### src/pmtb_defines.svh
// Register offsets, field positions and reset values of the master time base
`ifndef PMTB_DEFINES_SVH
`define PMTB_DEFINES_SVH
`define PMTB_OFF_CTRL 12'h000
`define PMTB_OFF_CDIV 12'h004
`define PMTB_OFF_PER 12'h008
`define PMTB_OFF_SEC 12'h00c
`define PMTB_OFF_CHOP 12'h010
`define PMTB_OFF_STAT 12'h014
`define PMTB_CTRL_EN 15
`define PMTB_CTRL_SIDL 13
`define PMTB_CTRL_PEND 12
`define PMTB_CTRL_IEN 11
`define PMTB_CTRL_IPU 10
`define PMTB_CTRL_POL 9
`define PMTB_CTRL_OEN 8
`define PMTB_CTRL_XEN 7
`define PMTB_CTRL_WMASK 16'hafff
`define PMTB_CDIV_WMASK 16'h0007
`define PMTB_CHOP_WMASK 16'h83ff
`define PMTB_PER_RESET 16'hfff8
`define PMTB_SRC_PIN 3'h0
`define PMTB_SRC_TG16 3'h2
`define PMTB_SRC_TG17 3'h3
`define PMTB_DIV_MAX 3'h6
`endif

### src/pmtb_pkg.sv
// Types of the master time base
package pmtb_pkg;
   typedef struct packed {
      logic en;
      logic sidl;
      logic pend;
      logic ien;
      logic ipu;
      logic pol;
      logic oen;
      logic xen;
      logic [2:0] src;
      logic [3:0] ps;
   } pmtb_ctrl_s;
   typedef struct packed {
      pmtb_ctrl_s ctrl;
      logic [2:0] cdiv;
      logic [15:0] per;
      logic [15:0] per_act;
      logic per_new;
      logic [15:0] sec;
      logic chen;
      logic [9:0] chdiv;
      logic [5:0] pre_cnt;
      logic [15:0] tmr;
      logic [3:0] ps_cnt;
      logic [9:0] ch_cnt;
      logic chop;
      logic trig;
      logic sync_o;
      logic [1:0] pin_s1;
      logic [1:0] pin_s2;
      logic sync_prev;
      logic [31:0] rdata;
   } pmtb_state_s;
endpackage : pmtb_pkg

### src/pmtb_top.sv
// Primary master time base with APB register slave
`timescale 1ns/100ps
`include "pmtb_defines.svh"
module pmtb_top
   import pmtb_pkg::*;
(
   // Clock and reset
   input wire logic clk_i,
   input wire logic sys_rst_i,
   // APB slave
   input wire logic psel_i,
   input wire logic penable_i,
   input wire logic pwrite_i,
   input wire logic [11:0] paddr_i,
   input wire logic [31:0] pwdata_i,
   output logic [31:0] prdata_o,
   output logic pready_o,
   output logic pslverr_o,
   // System
   input wire logic cpu_idle_i,
   // Sync sources and outputs
   input wire logic sync_input_pin_i,
   input wire logic trigger_gen_output_16_i,
   input wire logic trigger_gen_output_17_i,
   output logic sync_output_pin_o,
   output logic sync_output_pin_oe_o,
   // Time base to generators
   output logic [15:0] primary_time_base_counter_o,
   output logic [15:0] primary_period_o,
   output logic tick_o,
   output logic special_event_trigger_o,
   output logic special_event_irq_o,
   output logic chop_clk_o
);
   pmtb_state_s s_q;
   pmtb_state_s s_d;
   logic wr;
   logic rd;
   logic tick;
   logic run;
   logic sync_raw;
   logic sync_act;
   logic sync_edge;
   logic wrap;
   logic match;
   logic [5:0] div_max;
   logic [15:0] ctrl_rd;
   always_comb begin
      wr = psel_i & penable_i & pwrite_i;
      rd = psel_i & ~penable_i & ~pwrite_i;
      // Prescaler terminal count per code
      div_max = 6'((7'h01 << s_q.cdiv) - 7'h01);
      run = s_q.ctrl.en & ~(s_q.ctrl.sidl & cpu_idle_i);
      tick = run & (s_q.pre_cnt >= div_max);
      case (s_q.ctrl.src)
         `PMTB_SRC_PIN: sync_raw = s_q.pin_s2[1];
         `PMTB_SRC_TG16: sync_raw = s_q.pin_s2[0];
         `PMTB_SRC_TG17: sync_raw = trigger_gen_output_17_i;
         default: sync_raw = 1'b0;
      endcase
      sync_act = sync_raw ^ (s_q.ctrl.pol & (s_q.ctrl.src == `PMTB_SRC_PIN));
      sync_edge = s_q.ctrl.xen & sync_act & ~s_q.sync_prev;
      wrap = tick & (s_q.tmr >= s_q.per_act);
      match = tick & (s_q.tmr == s_q.sec);
      ctrl_rd = {s_q.ctrl.en, 1'b0, s_q.ctrl.sidl, s_q.ctrl.pend, s_q.ctrl.ien,
                 s_q.ctrl.ipu, s_q.ctrl.pol, s_q.ctrl.oen, s_q.ctrl.xen,
                 s_q.ctrl.src, s_q.ctrl.ps};
   end
   always_comb begin
      s_d = s_q;
      s_d.pin_s1 = {sync_input_pin_i, trigger_gen_output_16_i};
      s_d.pin_s2 = s_q.pin_s1;
      s_d.sync_prev = s_q.ctrl.xen & sync_act;
      s_d.trig = 1'b0;
      // Register writes
      if (wr) begin
         case (paddr_i)
            `PMTB_OFF_CTRL: begin
               s_d.ctrl.en = pwdata_i[`PMTB_CTRL_EN];
               s_d.ctrl.sidl = pwdata_i[`PMTB_CTRL_SIDL];
               s_d.ctrl.ien = pwdata_i[`PMTB_CTRL_IEN];
               s_d.ctrl.ipu = pwdata_i[`PMTB_CTRL_IPU];
               s_d.ctrl.pol = pwdata_i[`PMTB_CTRL_POL];
               s_d.ctrl.oen = pwdata_i[`PMTB_CTRL_OEN];
               s_d.ctrl.xen = pwdata_i[`PMTB_CTRL_XEN];
               s_d.ctrl.src = pwdata_i[6:4];
               s_d.ctrl.ps = pwdata_i[3:0];
            end
            `PMTB_OFF_CDIV: s_d.cdiv = (pwdata_i[2:0] > `PMTB_DIV_MAX) ?
                                       `PMTB_DIV_MAX : pwdata_i[2:0];
            `PMTB_OFF_PER: begin
               s_d.per = pwdata_i[15:0];
               s_d.per_new = 1'b1;
            end
            `PMTB_OFF_SEC: s_d.sec = pwdata_i[15:0];
            `PMTB_OFF_CHOP: begin
               s_d.chen = pwdata_i[15];
               s_d.chdiv = pwdata_i[9:0];
            end
            default: ;
         endcase
      end
      // Active period shadow
      if (s_d.per_new & (s_q.ctrl.ipu | ~s_q.ctrl.en | wrap | sync_edge)) begin
         s_d.per_act = s_d.per;
         s_d.per_new = 1'b0;
      end
      // Prescaler and counter
      if (!run) begin
         s_d.pre_cnt = 6'h00;
         if (!s_q.ctrl.en) begin
            s_d.tmr = 16'h0000;
            s_d.ps_cnt = 4'h0;
         end
      end else begin
         s_d.pre_cnt = tick ? 6'h00 : s_q.pre_cnt + 6'h01;
      end
      if (sync_edge & run) begin
         s_d.tmr = 16'h0000;
      end else if (wrap) begin
         s_d.tmr = 16'h0000;
      end else if (tick) begin
         s_d.tmr = s_q.tmr + 16'h0001;
      end
      s_d.sync_o = wrap | (sync_edge & run);
      // Postscaler
      if (match) begin
         if (s_q.ps_cnt >= s_q.ctrl.ps) begin
            s_d.ps_cnt = 4'h0;
            s_d.trig = 1'b1;
         end else begin
            s_d.ps_cnt = s_q.ps_cnt + 4'h1;
         end
      end
      // Pending bit: set wins, cleared by hardware when interrupt enable is dropped
      if (s_q.trig & s_q.ctrl.ien) begin
         s_d.ctrl.pend = 1'b1;
      end else if (!s_d.ctrl.ien) begin
         s_d.ctrl.pend = 1'b0;
      end
      // Chop generator
      if (!s_q.chen | !s_q.ctrl.en) begin
         s_d.ch_cnt = 10'h000;
         s_d.chop = 1'b0;
      end else if (tick) begin
         if (s_q.ch_cnt >= s_q.chdiv) begin
            s_d.ch_cnt = 10'h000;
            s_d.chop = ~s_q.chop;
         end else begin
            s_d.ch_cnt = s_q.ch_cnt + 10'h001;
         end
      end
      // Read data captured in setup phase
      if (rd) begin
         case (paddr_i)
            `PMTB_OFF_CTRL: s_d.rdata = {16'h0000, ctrl_rd};
            `PMTB_OFF_CDIV: s_d.rdata = {29'h0, s_q.cdiv};
            `PMTB_OFF_PER: s_d.rdata = {16'h0000, s_q.per};
            `PMTB_OFF_SEC: s_d.rdata = {16'h0000, s_q.sec};
            `PMTB_OFF_CHOP: s_d.rdata = {16'h0000, s_q.chen, 5'h00, s_q.chdiv};
            `PMTB_OFF_STAT: s_d.rdata = {16'h0000, s_q.tmr};
            default: s_d.rdata = 32'h0000_0000;
         endcase
      end
   end
   always_ff @(posedge clk_i or posedge sys_rst_i) begin
      if (sys_rst_i) begin
         s_q <= '0;
         s_q.per <= `PMTB_PER_RESET;
         s_q.per_act <= `PMTB_PER_RESET;
      end else begin
         s_q <= s_d;
      end
   end
   always_comb begin
      prdata_o = s_q.rdata;
      pready_o = 1'b1;
      pslverr_o = psel_i & penable_i & (paddr_i > `PMTB_OFF_STAT);
      primary_time_base_counter_o = s_q.tmr;
      primary_period_o = s_q.per_act;
      tick_o = tick;
      special_event_trigger_o = s_q.trig;
      special_event_irq_o = s_q.trig & s_q.ctrl.ien;
      chop_clk_o = s_q.chop;
      sync_output_pin_oe_o = s_q.ctrl.oen;
      sync_output_pin_o = s_q.ctrl.oen & (s_q.sync_o ^ s_q.ctrl.pol);
   end
endmodule : pmtb_top

### config.mk
export PLATFORM = sky130hd
export DESIGN_NAME = pmtb_top
export DESIGN_NICKNAME = d
export VERILOG_FILES = /design/src/pmtb_pkg.sv /design/src/pmtb_top.sv
export VERILOG_INCLUDE_DIRS = /design/src
export SDC_FILE = /design/constraint.sdc
export NUM_CORES = 1
export LEC_CHECK = 0
export ABC_AREA = 1
export BUFFER_PORTS_ARGS = -buffer_cell sky130_fd_sc_hd__buf_2
export CORE_UTILIZATION = 50
export DETAILED_ROUTE_END_ITERATION = 8
export MAX_ROUTING_LAYER = met4
export PLACE_DENSITY_LB_ADDON = 0.25
export SLEW_MARGIN = 20
export SYNTH_ARGS = -nofsm -noshare
export SYNTH_HDL_FRONTEND = slang
export SYNTH_SLANG_ARGS = --single-unit
### constraint.sdc
create_clock -name clk_i -period 4.2 [get_ports clk_i]
set_clock_uncertainty 0.15 [all_clocks]
set_input_delay 0 -clock clk_i [delete_from_list [all_inputs] [get_ports clk_i]]
set_output_delay 0 -clock clk_i [all_outputs]
set_load 0.02 [all_outputs]
==> out/qor.csv <==
metric,value,unit
vias in the first global route,6968,
CP required,4.37,ns
worst path arrival time,3.33,ns
total track usage,27.9,%
Hold WC Path Type,primary input to flip-flop,
"Avg Cell Area, Syn",7.73,µm²
xor/xnor share of the synthesized area,3.44,%
Worst VDD drop,288,µV
worst setup path end,primary_period_o[1],
period utilization,75.4,%
post-route ant nets,0,
CP cell instances,"nor2_1, nand2_1, ha_1, inv_1, a21boi_0, o21ai_1, nand2_1, nand2_2, inv_2, nand2_4, nand2_4, nand2_4, nand2_1, nand2_1",
Slowest cell on crit path,inv_2,
IO Count,125,
RSZ-0062 raised after global routing,no,
CTS tree,done,
CP most frequent cell,nand2_1,
IO buf count,91,
Worst Setup SP,s_q[138],
Cells after Synth,1118,
Worst slew margin,35.5,%
row cnt,47,
area of the multi-input gates,4020,µm²
TritonCTS Buffers,17,
Worst setup EP type,flip-flop,
storage element area,3490,µm²
clk buf depth,2,
r2r startpoint,s_q[138],
CTS H-tree lvls,4,
final WL,23.1,mm
Post-synth top flop,dfrtp_1,
clk slew on worst S/H paths,0.06,ns
layout cells sized above 1,17.9,%
synthesized area,8640,µm²
Reg2Reg Depth,14,
Power Density,312,nW/µm²
adder-cell area share of the yosys netlist,5.79,%
FF-to-FF setup slack,1.03,ns
final hold slack,0.0186,ns
WL/cell,16.3,µm
Slew @ Worst Pin,0.963,ns
global route total overflow,0,
Yosys reg bits,138,
crit start category,flip-flop,
Worst Setup Path Type,flip-flop to flip-flop,
Vias,7430,
"Seq/Total Area, Yosys",40.3,%
Die Area,17800,µm²
synth warn,0,
Iter 0 DRT Violations,758,
Simple-Gate Fraction of Synth Area,28.6,%
fin nets,1280,
max_cap viols,0,
FF-to-FF End,primary_period_o[1],
hpwl dp,16.3,mm
Synth cell types,42,
Pins Over Slew Limit,0,
DRC errors left,0,
iteration count of the initial detailed-routing pass,6,
clk sinks,138,
n_diodes,0,
Initial Util,51.6,%
Final TNS setup,0,ns
leakage power,5.21,nW
Area growth syn-to-layout,13.2,%
Resize count post-CTS,0,
mux share of post-synthesis cell area,0.174,%
CTS Root Cell,clkbuf_16,
gpl congestion,0.930,
pin count of the biggest net entering global routing,108,
asr flop ratio synth,100,%
Core Footprint,16800,µm²
first-pass GRT wire length,36.9,mm
Skew-Pair Late Insertion Delay,0.43,ns
peak fanout along the critical path,21,
Fin. Hold Viols,0,
Tmin final,3.17,ns
status,"finished, final reports clean",
Filler cells,1540,
Fmax,316,MHz
initial antenna violation count,0,
Worst path max stage delay,0.45,ns
# setup viols final,0,
combinational family with the most area after synthesis,simple AND/OR/NAND/NOR gates,
die width,133,µm
Post-synth EDFFs,0,
vias per inst,5.23,
post-synthesis compound-gate area fraction,7.69,%
Die Y,133,µm
==> kinds of logic after synthesis <==
family                     Yosys count
DFF                                138
and+or+nand+nor                    540
buffers and inverters              242
adders and majority gates           40
xor gates and xnor gates            34
muxes                                1
other                                2
AOI/OAI and AO/OA                  121
==> cell usage in the layout (no fill, tap or decap), types with 26 or more instances in the layout <==
cell type      synthesis  layout
nand2_1              299     299
inv_1                127     126
dfrtp_1              112     112
buf_2                 10      91
nor2_1                84      84
o21ai_0               69      69
nand3_1               66      66
ha_1                  40      40
dlygate4sd3_1          0      36
nand4_1               29      29
xor2_1                29      29
dfstp_2               26      26
==> per-stage QoR <==
stage / setup slack, ns / utilization, % / power (mW) / std cells / area, µm²
5_1_grt: 0.790 / 58.4 / 3.12 / 1420 / 9790
4_1_cts: 1.07 / 58.4 / 3.07 / 1420 / 9790
2_1_floorplan: 0.397 / - / 1.43 / 1133 / 8700
6_report: 1.03 / 58.4 / 3.05 / 1420 / 9790
3_5_place_dp: 1.06 / 52.5 / 1.46 / 1352 / 8810
3_3_place_gp: 1.15 / 52.5 / 1.46 / 1352 / 8810
==> critical path, delay by kind of cell, from the launching register on <==
family,cells,cell delay (ns)
compound gates,2,0.24
simple gates,9,1.46
fa+ha+maj,1,0.27
buf+inv,2,0.48
flops,1,0.42
==> routing by layer <==
metal	wire length (µm)	global-route usage, %
met2	10100	40.0
met1	10800	39.8
met5	0	-
met3	1890	5.56
met4	379	8.33
==> worst min path at each step <==
| stage | start | end | slack, ns | depth (start not counted) |
|---|---|---|---|---|
| 3_3_place_gp | sync_input_pin_i | s_d[34] | -0.04 | 1 |
| 5_1_grt | trigger_gen_output_16_i | s_d[33] | 0.06 | 2 |
| 4_1_cts | paddr_i[9] | prdata_o[15] | 0.009 | 8 |
| 6_report | paddr_i[9] | prdata_o[15] | 0.02 | 8 |
| 2_1_floorplan | trigger_gen_output_16_i | s_d[33] | -0.12 | 0 |
| 3_5_place_dp | sync_input_pin_i | s_d[34] | -0.04 | 1 |
==> power breakdown <==
part           total [mW]  switching (mW)  leakage [nW]  internal (mW)
combinational       0.127          0.0863          3.13         0.0408
sequential           1.34         0.00204          1.79           1.33
clock                1.59           0.580         0.292           1.01
==> synthesized netlist by cell type (all sizes together) (2+ instances only) <==
cell type	count	area share (%)
ha	40	5.8
nand3	67	3.9
nor2	114	7.2
o2111ai	3	0.30
xor2	29	2.9
dfstp	26	7.9
o22ai	11	0.80
a21oi	22	1.4
o21ai	76	4.4
dfrtp	112	32
nand4	29	2.1
inv	147	6.4
xnor2	5	0.51
nand2	309	14
conb	2	0.087
nor3b	2	0.17
a31oi	2	0.14
buf	81	6.9
clkbuf	13	0.58
o211ai	2	0.17
nor3	17	1.0
==> final cells by class <==
class	count	area share, %
multi-input combinational	753	41.0
sequential	138	35.6
timing repair buffer	129	8.49
inverter	148	5.73
clock buffer	20	4.56
tap	220	2.81
clock inverter	12	1.78
==> registers in the layout, summed over array words and instances, names as in the netlist <==
name and flops:
chop_clk_o 1, ctrl_rd 14, prdata_o 16, primary_period_o 16, primary_time_base_counter_o 16, s_d 2
s_q 71, special_event_trigger_o 1, sync_output_pin_oe_o 1
==> timing repair <==
| action | 4_1_cts | 5_1_grt |
|---|---|---|
| setup buffers | 0 | 0 |
| hold endpoints to repair | 194 | 0 |
| setup endpoints to repair | 0 | 0 |
| hold buffers | 36 | 0 |
(Power assumes the default switching activity.)
